**src/design/ssm_regs.svh**
```systemverilog
`ifndef SSM_REGS_SVH
`define SSM_REGS_SVH
// ==========================================================
// Register offsets
`define SSM_OFS_EVENT      8'h00
`define SSM_OFS_MASK       8'h04
`define SSM_OFS_STATE      8'h08
`define SSM_OFS_FORCE      8'h0C
// ==========================================================
// Mask fields
`define SSM_MSK_PWR        3
`define SSM_MSK_CD_HI      2
`define SSM_MSK_CD_LO      1
`define SSM_MSK_STS        0
`define SSM_MASK_RESET     4'h0
// ==========================================================
// Present state fields
`define SSM_ST_Y_SOCK      31
`define SSM_ST_X_SOCK      30
`define SSM_ST_3V3_SOCK    29
`define SSM_ST_5V_SOCK     28
`define SSM_ST_CARD_HI     13
`define SSM_ST_CARD_LO     10
`define SSM_ST_BADVCC      9
`define SSM_ST_DLOST       8
`define SSM_ST_PWR         3
`define SSM_ST_CD2         2
`define SSM_ST_CD1         1
`define SSM_ST_STS         0
// Force register bits
`define SSM_FRC_CVSTEST    14
`define SSM_FRC_BADVCC     9
`define SSM_FRC_DLOST      8
// Event bits
`define SSM_EV_PWR         3
`define SSM_EV_CD2         2
`define SSM_EV_CD1         1
`define SSM_EV_STS         0
`endif

```
**src/design/ssm_pkg.sv**
```systemverilog
package ssm_pkg;
  typedef struct packed {
    logic       sel;
    logic       wr;
    logic [7:0] addr;
    logic [31:0] wdata;
  } ssm_req_t;

  typedef struct packed {
    logic cd1_n;
    logic cd2_n;
    logic sts_chg;
    logic powered;
    logic interrogating;
    logic cardbus;
    logic [3:0] card_volts;
    logic bad_vcc;
    logic data_lost;
  } ssm_sock_t;
endpackage

```
**src/design/ssm_event_edge.sv**
```systemverilog
`include "ssm_regs.svh"
module ssm_event_edge
  import ssm_pkg::*;
(
  input  wire logic       clk,
  input  wire logic       rst_n,
  input  wire logic       sig,
  input  wire logic       both_edges,
  output logic            change
);
  logic prev_reg;

  always_ff @(posedge clk or negedge rst_n) begin
    if (!rst_n) begin
      prev_reg <= 1'b0;
    end else begin
      prev_reg <= sig;
    end
  end

  // Rising only for CardBus, both edges for 16-bit cards
  assign change = both_edges ? (sig ^ prev_reg) : (sig & ~prev_reg);
endmodule // ssm_event_edge

```
**src/design/ssm_socket_regs.sv**
```systemverilog
`include "ssm_regs.svh"
module ssm_socket_regs
  import ssm_pkg::*;
(
  input  wire logic        CLK,
  input  wire logic        NRST,
  input  wire logic        GLOBAL_RESET_IN_N,
  input  wire logic        PCI_BUS_RESET_IN_N,
  input  wire logic        PME_ENABLE,
  input  wire logic        SOCKET_5V_OVERRIDE,
  input  wire ssm_req_t    REQ,
  input  wire ssm_sock_t   SOCK,
  output logic [31:0]      RDATA,
  output logic             SOCKET_CHANGE_INTERRUPT
);
  // ==========================================================
  // Reset and input synchronisers
  logic [1:0]  rst_sync_reg;
  logic        rst_n;
  logic [1:0]  global_reset_in_sync_reg;
  logic [1:0]  pci_bus_reset_in_sync_reg;
  logic [1:0]  pme_sync_reg;
  logic [1:0]  ovr_sync_reg;
  logic [11:0] sock_s1_reg;
  logic [11:0] sock_s2_reg;
  ssm_sock_t   sock;

  always_ff @(posedge CLK or negedge NRST) begin
    if (!NRST) begin
      rst_sync_reg <= 2'h0;
    end else begin
      rst_sync_reg <= {rst_sync_reg[0], 1'b1};
    end
  end
  assign rst_n = rst_sync_reg[1];

  always_ff @(posedge CLK or negedge rst_n) begin
    if (!rst_n) begin
      global_reset_in_sync_reg <= 2'h3;
      pci_bus_reset_in_sync_reg <= 2'h3;
      pme_sync_reg  <= 2'h0;
      ovr_sync_reg  <= 2'h0;
      // Idle as an empty socket: both detect lines high, no flags raised
      sock_s1_reg   <= 12'hC00;
      sock_s2_reg   <= 12'hC00;
    end else begin
      global_reset_in_sync_reg <= {global_reset_in_sync_reg[0], GLOBAL_RESET_IN_N};
      pci_bus_reset_in_sync_reg <= {pci_bus_reset_in_sync_reg[0], PCI_BUS_RESET_IN_N};
      pme_sync_reg  <= {pme_sync_reg[0], PME_ENABLE};
      ovr_sync_reg  <= {ovr_sync_reg[0], SOCKET_5V_OVERRIDE};
      sock_s1_reg   <= SOCK;
      sock_s2_reg   <= sock_s1_reg;
    end
  end
  assign sock = ssm_sock_t'(sock_s2_reg);

  // Context bits survive a bus reset while PME is on
  logic ctx_clear;
  assign ctx_clear = !global_reset_in_sync_reg[1] || (!pci_bus_reset_in_sync_reg[1] && !pme_sync_reg[1]);

  // ==========================================================
  // Register decode
  logic wr_mask, wr_event, wr_force;
  assign wr_mask  = REQ.sel && REQ.wr && REQ.addr == `SSM_OFS_MASK;
  assign wr_event = REQ.sel && REQ.wr && REQ.addr == `SSM_OFS_EVENT;
  assign wr_force = REQ.sel && REQ.wr && REQ.addr == `SSM_OFS_FORCE;

  // ==========================================================
  // Mask register
  logic [3:0] mask_reg;
  always_ff @(posedge CLK or negedge rst_n) begin
    if (!rst_n) begin
      mask_reg <= `SSM_MASK_RESET;
    end else if (ctx_clear) begin
      mask_reg <= `SSM_MASK_RESET;
    end else if (wr_mask) begin
      mask_reg <= REQ.wdata[3:0];
    end
  end

  // ==========================================================
  // Live state with detect lines frozen during interrogation
  logic cd1_reg, cd2_reg, powered_reg, sts_reg;
  always_ff @(posedge CLK or negedge rst_n) begin
    if (!rst_n) begin
      cd1_reg     <= 1'b1;
      cd2_reg     <= 1'b1;
      powered_reg <= 1'b0;
      sts_reg     <= 1'b0;
    end else begin
      if (!sock.interrogating) begin
        cd1_reg <= sock.cd1_n;
        cd2_reg <= sock.cd2_n;
      end
      powered_reg <= sock.powered;
      sts_reg     <= sock.sts_chg;
    end
  end

  // ==========================================================
  // Insertion capture and forced fields
  logic       inserted, was_in_reg, cardbus_reg;
  logic [3:0] card_v_reg;
  logic       badvcc_reg, dlost_reg;
  logic [1:0] sock_ov_reg;
  assign inserted = !cd1_reg && !cd2_reg;

  always_ff @(posedge CLK or negedge rst_n) begin
    if (!rst_n) begin
      was_in_reg  <= 1'b0;
      cardbus_reg <= 1'b0;
      card_v_reg  <= 4'h0;
    end else begin
      was_in_reg <= inserted;
      if (ctx_clear) begin
        card_v_reg  <= 4'h0;
        cardbus_reg <= 1'b0;
      end else if (wr_force && REQ.wdata[`SSM_FRC_CVSTEST]) begin
        card_v_reg  <= sock.card_volts;
        cardbus_reg <= sock.cardbus;
      end else if (inserted && !was_in_reg) begin
        card_v_reg  <= sock.card_volts;
        cardbus_reg <= sock.cardbus;
      end else if (wr_force) begin
        card_v_reg <= card_v_reg | REQ.wdata[`SSM_ST_CARD_HI:`SSM_ST_CARD_LO];
      end
    end
  end

  // Hardware set wins over a force write of zero
  always_ff @(posedge CLK or negedge rst_n) begin
    if (!rst_n) begin
      badvcc_reg  <= 1'b0;
      dlost_reg   <= 1'b0;
      sock_ov_reg <= 2'h0;
    end else if (ctx_clear) begin
      badvcc_reg <= 1'b0;
      dlost_reg  <= 1'b0;
    end else begin
      if (sock.bad_vcc) begin
        badvcc_reg <= 1'b1;
      end else if (wr_force) begin
        badvcc_reg <= REQ.wdata[`SSM_FRC_BADVCC];
      end
      if (sock.data_lost) begin
        dlost_reg <= 1'b1;
      end else if (wr_force) begin
        dlost_reg <= REQ.wdata[`SSM_FRC_DLOST];
      end
      if (wr_force) begin
        sock_ov_reg <= REQ.wdata[`SSM_ST_Y_SOCK:`SSM_ST_X_SOCK];
      end
    end
  end

  // ==========================================================
  // Event detection and event register
  logic sts_change;
  ssm_event_edge u_sts_edge (
    .clk        (CLK),
    .rst_n      (rst_n),
    .sig        (sts_reg),
    .both_edges (!cardbus_reg),
    .change     (sts_change)
  );

  logic       pwr_prev_reg, cd1_prev_reg, cd2_prev_reg;
  logic [3:0] ev_set, ev_clr, event_reg;
  always_ff @(posedge CLK or negedge rst_n) begin
    if (!rst_n) begin
      pwr_prev_reg <= 1'b0;
      cd1_prev_reg <= 1'b1;
      cd2_prev_reg <= 1'b1;
    end else begin
      pwr_prev_reg <= powered_reg;
      cd1_prev_reg <= cd1_reg;
      cd2_prev_reg <= cd2_reg;
    end
  end

  // Mask plays no part in setting
  assign ev_set = {powered_reg ^ pwr_prev_reg, cd2_reg ^ cd2_prev_reg,
                   cd1_reg ^ cd1_prev_reg, sts_change};
  assign ev_clr = wr_event ? REQ.wdata[3:0] : 4'h0;

  always_ff @(posedge CLK or negedge rst_n) begin
    if (!rst_n) begin
      event_reg <= 4'h0;
    end else if (ctx_clear) begin
      event_reg <= 4'h0;
    end else begin
      event_reg <= (event_reg & ~ev_clr) | ev_set;
    end
  end

  // ==========================================================
  // Interrupt
  function automatic logic irq_of(input logic [3:0] ev, input logic [3:0] m);
    logic cd_en;
    cd_en  = m[`SSM_MSK_CD_HI] & m[`SSM_MSK_CD_LO];
    irq_of = (ev[`SSM_EV_PWR] & m[`SSM_MSK_PWR])
           | ((ev[`SSM_EV_CD2] | ev[`SSM_EV_CD1]) & cd_en)
           | (ev[`SSM_EV_STS] & m[`SSM_MSK_STS]);
  endfunction

  always_ff @(posedge CLK or negedge rst_n) begin
    if (!rst_n) begin
      SOCKET_CHANGE_INTERRUPT <= 1'b0;
    end else begin
      SOCKET_CHANGE_INTERRUPT <= irq_of(event_reg, mask_reg);
    end
  end

  // ==========================================================
  // Read data
  logic [31:0] state_word, rdata_next;
  always_comb begin
    state_word = 32'h0000_0000;
    state_word[`SSM_ST_Y_SOCK]   = sock_ov_reg[1];
    state_word[`SSM_ST_X_SOCK]   = sock_ov_reg[0];
    state_word[`SSM_ST_3V3_SOCK] = 1'b1;
    state_word[`SSM_ST_5V_SOCK]  = !ovr_sync_reg[1];
    state_word[`SSM_ST_CARD_HI:`SSM_ST_CARD_LO] = card_v_reg;
    state_word[`SSM_ST_BADVCC]   = badvcc_reg;
    state_word[`SSM_ST_DLOST]    = dlost_reg;
    state_word[5]                = cardbus_reg;
    state_word[4]                = inserted && !cardbus_reg;
    state_word[`SSM_ST_PWR]      = powered_reg;
    state_word[`SSM_ST_CD2]      = cd2_reg;
    state_word[`SSM_ST_CD1]      = cd1_reg;
    state_word[`SSM_ST_STS]      = sts_reg;
    unique case (REQ.addr)
      `SSM_OFS_EVENT: rdata_next = {28'h000_0000, event_reg};
      `SSM_OFS_MASK:  rdata_next = {28'h000_0000, mask_reg};
      `SSM_OFS_STATE: rdata_next = state_word;
      default:        rdata_next = 32'h0000_0000;
    endcase
  end

  always_ff @(posedge CLK or negedge rst_n) begin
    if (!rst_n) begin
      RDATA <= 32'h0000_0000;
    end else if (REQ.sel && !REQ.wr) begin
      RDATA <= rdata_next;
    end
  end

  // ==========================================================
  // Checks
  AST_EVT_SETS: assert property (@(posedge CLK) disable iff (!rst_n)
    (powered_reg != pwr_prev_reg) && !ctx_clear |=> event_reg[`SSM_EV_PWR])
    else $error("power event not set");
  AST_MASK_HI: assert property (@(posedge CLK) disable iff (!rst_n)
    REQ.sel && !REQ.wr && REQ.addr == `SSM_OFS_MASK |=> RDATA[31:4] == 28'h000_0000)
    else $error("mask upper bits not zero");
  AST_CD_RSVD: assert property (@(posedge CLK) disable iff (!rst_n)
    mask_reg == 4'h2 && event_reg[`SSM_EV_PWR] == 1'b0 && event_reg[`SSM_EV_STS] == 1'b0
      |=> !SOCKET_CHANGE_INTERRUPT)
    else $error("reserved detect code enabled irq");
  AST_IRQ_PWR: assert property (@(posedge CLK) disable iff (!rst_n)
    event_reg[`SSM_EV_PWR] && mask_reg[`SSM_MSK_PWR] |=> SOCKET_CHANGE_INTERRUPT)
    else $error("power irq missing");
  AST_IRQ_STS: assert property (@(posedge CLK) disable iff (!rst_n)
    event_reg[`SSM_EV_STS] && mask_reg[`SSM_MSK_STS] |=> SOCKET_CHANGE_INTERRUPT)
    else $error("status irq missing");
  AST_CTX_CLR: assert property (@(posedge CLK) disable iff (!rst_n)
    ctx_clear |=> mask_reg == 4'h0 && event_reg == 4'h0)
    else $error("context not cleared");
  AST_FREEZE: assert property (@(posedge CLK) disable iff (!rst_n)
    sock.interrogating |=> $stable(cd1_reg) && $stable(cd2_reg))
    else $error("detect changed in interrogation");
  AST_W1C: assert property (@(posedge CLK) disable iff (!rst_n)
    wr_event && REQ.wdata[`SSM_EV_CD1] && !ev_set[`SSM_EV_CD1] |=> !event_reg[`SSM_EV_CD1])
    else $error("write one did not clear");
  AST_3V3: assert property (@(posedge CLK) disable iff (!rst_n)
    REQ.sel && !REQ.wr && REQ.addr == `SSM_OFS_STATE |=> RDATA[`SSM_ST_3V3_SOCK])
    else $error("3v3 capability not one");
  AST_MASK_WR: assert property (@(posedge CLK) disable iff (!rst_n)
    wr_mask && !ctx_clear |=> mask_reg == $past(REQ.wdata[3:0]))
    else $error("mask write not taken");
  AST_CD_EN: assert property (@(posedge CLK) disable iff (!rst_n)
    event_reg[`SSM_EV_CD1] && mask_reg[`SSM_MSK_CD_HI] && mask_reg[`SSM_MSK_CD_LO] |=> SOCKET_CHANGE_INTERRUPT)
    else $error("detect irq missing");
  AST_CD_RSVD_HI: assert property (@(posedge CLK) disable iff (!rst_n)
    mask_reg == 4'h4 && !event_reg[`SSM_EV_PWR] && !event_reg[`SSM_EV_STS] |=> !SOCKET_CHANGE_INTERRUPT)
    else $error("reserved detect code enabled irq");
  AST_MASK_OFF: assert property (@(posedge CLK) disable iff (!rst_n)
    mask_reg == 4'h0 |=> !SOCKET_CHANGE_INTERRUPT)
    else $error("irq with all masks off");
  AST_NO_EVT: assert property (@(posedge CLK) disable iff (!rst_n)
    event_reg == 4'h0 |=> !SOCKET_CHANGE_INTERRUPT)
    else $error("irq without event");
  AST_5V: assert property (@(posedge CLK) disable iff (!rst_n)
    REQ.sel && !REQ.wr && REQ.addr == `SSM_OFS_STATE && !ovr_sync_reg[1] |=> RDATA[`SSM_ST_5V_SOCK])
    else $error("5v capability not one");
  AST_ST_RSVD: assert property (@(posedge CLK) disable iff (!rst_n)
    REQ.sel && !REQ.wr && REQ.addr == `SSM_OFS_STATE |=> RDATA[`SSM_ST_5V_SOCK-1:`SSM_ST_CARD_HI+1] == 14'h0000)
    else $error("state reserved bits not zero");
  AST_LV_SOCK: assert property (@(posedge CLK) disable iff (!rst_n)
    REQ.sel && !REQ.wr && REQ.addr == `SSM_OFS_STATE && sock_ov_reg == 2'h0 |=> RDATA[31:30] == 2'h0)
    else $error("low voltage capability set unforced");
  AST_BADVCC: assert property (@(posedge CLK) disable iff (!rst_n)
    sock.bad_vcc && !ctx_clear |=> badvcc_reg)
    else $error("invalid supply flag not set");
  AST_DLOST: assert property (@(posedge CLK) disable iff (!rst_n)
    sock.data_lost && !ctx_clear |=> dlost_reg)
    else $error("data loss flag not set");
  AST_PWR_ST: assert property (@(posedge CLK) disable iff (!rst_n)
    REQ.sel && !REQ.wr && REQ.addr == `SSM_OFS_STATE |=> RDATA[`SSM_ST_PWR] == $past(sock.powered, 2))
    else $error("powered state wrong");
  AST_CARD_HOLD: assert property (@(posedge CLK) disable iff (!rst_n)
    !(inserted && !was_in_reg) && !wr_force && !ctx_clear |=> $stable(card_v_reg))
    else $error("card supply info changed between insertions");

  // ==========================================================
  // Cover points
  COV_IRQ: cover property (@(posedge CLK) disable iff (!rst_n) $rose(SOCKET_CHANGE_INTERRUPT));
  COV_CD_IRQ: cover property (@(posedge CLK) disable iff (!rst_n) mask_reg == 4'h6 && SOCKET_CHANGE_INTERRUPT);
  COV_INSERT: cover property (@(posedge CLK) disable iff (!rst_n) inserted && !was_in_reg);
  COV_CLEAR: cover property (@(posedge CLK) disable iff (!rst_n) wr_event && event_reg != 4'h0);
endmodule // ssm_socket_regs

```
**config.mk**
```make
export PLATFORM = sky130hd
export DESIGN_NAME = ssm_socket_regs
export DESIGN_NICKNAME = d
export VERILOG_FILES = /design/src/design/ssm_pkg.sv /design/src/design/ssm_event_edge.sv /design/src/design/ssm_socket_regs.sv
export VERILOG_INCLUDE_DIRS = /design/src /design/src/design
export SDC_FILE = /design/constraint.sdc
export NUM_CORES = 1
export LEC_CHECK = 0
export BUFFER_PORTS_ARGS = -buffer_cell sky130_fd_sc_hd__clkbuf_2
export CORE_UTILIZATION = 40
export CTS_BUF_LIST = sky130_fd_sc_hd__clkbuf_16
export DETAILED_ROUTE_END_ITERATION = 8
export GPL_TIMING_DRIVEN = 0
export PLACE_DENSITY = 0.65
export SKIP_LAST_GASP = 1
export SLEW_MARGIN = 20
export SYNTH_ARGS = -nofsm -noshare
export SYNTH_HDL_FRONTEND = slang
export SYNTH_HIERARCHICAL = 1
export SYNTH_SLANG_ARGS = --single-unit
export TNS_END_PERCENT = 30
```
**constraint.sdc**
```tcl
create_clock -name CLK -period 3.1 [get_ports CLK]
set_clock_uncertainty 0.15 [all_clocks]
set_input_delay 0.465 -clock CLK [delete_from_list [all_inputs] [get_ports CLK]]
set_output_delay 0.465 -clock CLK [all_outputs]
set_load 0.01 [all_outputs]
```
Word-level counts from Yosys, hierarchy flattened --
Index checks and enable logic that the tools add are counted.
Word-level totals: register bits after elaboration 93, logic and storage cells 92, input bits 60, output and inout port bits 33
Operators by class: bitwise operators 18, muxes and demuxes 19, reduce and logical (&&, ||, !) cells 27, eq/ne operators 3
Operators by type and width (number):
- $pmux 32 s3 | 1
- $mux 4 | 8
- $eq 8x4->1 const B | 2
- $logic_and 1x1->1 | 10
- $mux 1 | 10
- $logic_not 1->1 | 9
- $reduce_bool 3->1 | 3
- $eq 8x3->1 const B | 1
- $logic_not 8->1 | 1
- $or 4x4->4 | 2
- $and 1x1->1 | 5
- $and 4x4->4 | 1
- $not 4->4 | 1
- $reduce_bool 4->1 | 1
- $xor 1x1->1 | 4
- $or 1x1->1 | 3
- $not 1->1 | 2
- $reduce_and 2->1 | 1
- $reduce_bool 2->1 | 1
- $logic_or 1x1->1 | 1

Longest topological paths before layout --
word-level depth 7, gate-level depth with buffers 6, depth with buffers taken out 6

By module --
Netlist, hierarchy kept.
Modules (own cells, without submodules):
- ssm_socket_regs | seq. area each 1916.8 µm², times used 1, area an instance 2795.2 µm², cells each 204
- ssm_event_edge | seq. area each 25.0 µm², times used 1, area an instance 55.1 µm², cells each 5

Worst setup path before layout --
Ideal clock, no wire load.
path kind input port to flip-flop, start point input port REQ[37] (netlist name), end point register RDATA[10], required time 2.885 ns, path buffers 1, data arrival time 1.879 ns, path slack 1.006 ns, stages 5, path through or4_4 -> or4_4 -> nor2b_4 -> buf_6 -> a22o_1
On the way: cells in the longest elaborated chain, start to end 2
Ends and longest elaborated chain:
- start: declaration | RTL line ssm_socket_regs.sv:11 | input wire ssm_req_t REQ,
- $eq 8x4->1, or another cell as far along | RTL line ssm_socket_regs.sv:232 | unique case (REQ.addr)
- $pmux 32 s3 (*) | RTL line ssm_socket_regs.sv:232
- end signal: assignment | RTL line ssm_socket_regs.sv:244 | RDATA <= rdata_next;
- end: declaration | RTL line ssm_socket_regs.sv:13 | output logic [31:0] RDATA,
Mark *: on every way between the ends. The rest lies on a longest branch, timed or not. A chain may end at the register's enable or synchronous reset.

Worst setup path in the final report --
start point input port REQ[41] (netlist name), end point register sock_ov_reg[0]
On the way: cells in the longest elaborated chain, start to end 3
Ends and longest elaborated chain:
- $logic_and 1x1->1 | RTL line ssm_socket_regs.sv:66 | assign wr_force = REQ.sel && REQ.wr && REQ.addr == `SSM_OFS_FORCE;
- $logic_and 1x1->1 (no source line)
- $reduce_and 2->1 (no source line)
- end signal: assignment | RTL line ssm_socket_regs.sv:151 | sock_ov_reg <= REQ.wdata[`SSM_ST_Y_SOCK:`SSM_ST_X_SOCK];
- end: declaration | RTL line ssm_socket_regs.sv:105 | logic [1:0] sock_ov_reg;
No other way between the ends.

==> run_results.csv <==
group,metric,value,unit
placed_design,io_buffers,57,
clock_tree,clk_pin_slew,0.06,ns
power,intPower,1.82,mW
yosys,yosysWarnings,6,
clock_tree,post_cts_resized,0,
worst_setup_path,crit_fanout,4,
sta,finalHoldViolations,0,
clock_tree,cts_buffers,9,
run_status,status,"finished clean",
routing,drc,0,
power,p_switching,0.482,mW
yosys,netlist.area_leader.share,57.1,%
global_routing,grt_pass1_vias,1695,
clock_tree,tritoncts,"built",
yosys,avgSynthCellArea,13.6,um2
power,pwr-share-clk,47.2,%
layout,fin_cells,395,
placed_design,post-place-cells,378,
yosys,yosys.area.top_type,"dfrtp_1",
placed_design,place_area,3340,um2
sta,slew_headroom,52.3,%
worst_hold_path,holdCritPathClass,"reg2async",
placed_design,pre_cts_slack,0.677,ns
worst_setup_path,path_class,"in2reg",
floorplanning,rows,30,
yosys,synthCells,209,
layout,antenna_cells,0,
clock_tree,cts.path.max_buffers,2,
worst_setup_path,ff2ff_setup_slack,1.26,ns
sta,drv_slew,0,
floorplanning,fp.dieW,86.4,um
yosys,yosys-top-cells-count,"dfrtp_1 (65), buf_4 (16), a22o_1 (14), o21ai_0 (13), dfstp_2 (12)",
yosys,synth_area,2850,um2
worst_setup_path,crit_path_end_kind,"register",
yosys,ys_types,40,
sta,worst_slack,0.973,ns
layout,drive_above_1_share,36.8,%
sta,rsz0062_at_grt,"no",
sta,fin_crit,2.13,ns
power,p_per_area,627,nW/um2
yosys,synth.most_common_cell,"dfrtp_1",
power,vdd_drop_max,0.000322,V
power,pwr-share-comb,5.7,%
worst_setup_path,worstSetupStartpointType,"primary input",
clock_tree,cts.sinks,77,
routing,routed_wl,4890,um
routing,routed_via_density,4.58,
sta,fin_setup_tns,0,ns
clock_tree,cts_hold_buf,1,
power,power.total,2.30,mW
yosys,synth_ff_type,"dfrtp_1",
power,p_leak,1.84,nW
layout,largest_reg_flops,16,
worst_setup_path,worstPathArrival,2.19,ns
floorplanning,die_h,86.4,um
sta,fin_crit_sh,68.6,%
clock_tree,post-cts-setup-buffer-count,0,
global_routing,grt_pass1_wl,8120,um
clock_tree,clock_latency,0.33,ns
sta,whs,0.0579,ns
floorplanning,start_util,41.7,%
routing,first_pass_iters,4,
floorplanning,coreArea,6830,um2
global_routing,antenna_found_initial,0,
routing,drtAntennaViolNets,0,
yosys,ys_top_cells_by_area,"dfrtp_1 (57%), dfstp_2 (11%), a22o_1 (4.3%)",
floorplanning,io_pins,93,
power,seq_power_share,47.1,%
placed_design,globalplace.congestion,0.804,
power,p_sw_share,21.0,%
layout,final_util,53.7,%
layout,area_growth,28.7,%
floorplanning,fp.dieArea,7470,um2
yosys,yosysSeqAreaShare,68.1,%
layout,nNetsFinal,355,
sta,setup_viol,0,
global_routing,grt_max_degree,57,
clock_tree,h-tree-depth,3,
global_routing,overflow,0,
yosys,synthArstFlopShare,100,%
clock_tree,root_buffer,"clkbuf_16",
worst_setup_path,critPathRequiredTime,3.16,ns
flow_run,max-cap-violations,0,
layout,final_area,3670,um2
routing,wl_per_cell,12.4,um
placed_design,hpwl,3440,um
routing,drt_iter0_drc,97,
sta,worst_pin_slew,0.707,ns
global_routing,grt_usage,15.0,%
sta,max_freq,470,MHz
routing,via_count,1811,
yosys,synth_edf_count,0,
yosys,ys_seq_elements,77,
==> cell type report <==
cell class	count	area [um2]
Clock inverter	7	88.8
Buffer	22	150
Inverter	11	41.3
Clock buffer	9	225
Timing Repair Buffer	59	323
Sequential cell	77	1950
Multi-Input combinational cell	114	773
Tap cell	96	120
Fill cell	605	3160
==> final timing paths <==
| path | end | depth (start not counted) | from |
|---|---|---|---|
| max in group asynchronous | sock_s1_reg[10] | 1 | rst_sync_reg[1] |
| worst max register to register | card_v_reg[3] | 4 | cd1_reg |
| worst min register to register | pme_sync_reg[0] | 0 | rst_sync_reg[1] |
| worst max-delay path | sock_ov_reg[0] | 5 | REQ[41] |
| worst min-delay path | pme_sync_reg[0] | 0 | rst_sync_reg[1] |
| min in group CLK | pci_bus_reset_in_sync_reg[0] | 1 | PCI_BUS_RESET_IN_N |
==> power by group through the flow <==
stage                     clock network, mW  registers [mW]  logic (mW)
after global routing                   1.16            1.09       0.148
after detailed placement                  0            1.10       0.131
after global placement                    0            1.11       0.112
after CTS                              1.11            1.08       0.133
final                                  1.09            1.08       0.132
after floorplan                           0            1.10      0.0732
==> cell families after synthesis <==
group	share of synthesized area (%)
AOI/OAI and AO/OA	11.4
xor gates and xnor gates	0.922
adders and majority gates	0.439
buffers and inverters	6.72
DFF	68.1
muxes	5.44
other	0.263
and+or+nand+nor	6.72
==> worst max-delay path: stages <==
cell and delay (ns):
clkbuf_2 0.10, nor4bb_1 0.63, nand4_1 0.34, nor2_1 0.29
mux2_2 0.36
==> cell usage in the layout, fill, tap and decap left out, types with 2 or more instances in the layout <==
cell type	netlist	final
inv_1	11	11
conb_1	2	17
mux2_2	4	4
clkbuf_2	0	57
buf_4	16	16
or4_4	2	2
nand2_1	5	5
a22o_1	14	14
bufinv_16	0	2
a32oi_1	4	4
nor4_1	2	2
clkbuf_16	0	9
dfrtp_1	65	64
nand4_1	2	2
clkbuf_1	4	4
clkinv_1	0	2
a21oi_1	11	11
o21ai_0	13	13
nor2_1	6	6
dfstp_2	12	12
mux2i_1	11	11
xnor2_1	3	3
==> layer usage <==
layer / up-vias / global-route usage, % / wire [um]
met3: 12 / 3.90 / 233
met4: 0 / 9.55 / 137
met1: 860 / 20.5 / 2310
li1: 874 / - / -
met2: 65 / 21.3 / 2210
met5: - / 0 / 0
Note: power is estimated with default switching activity, not from simulation.
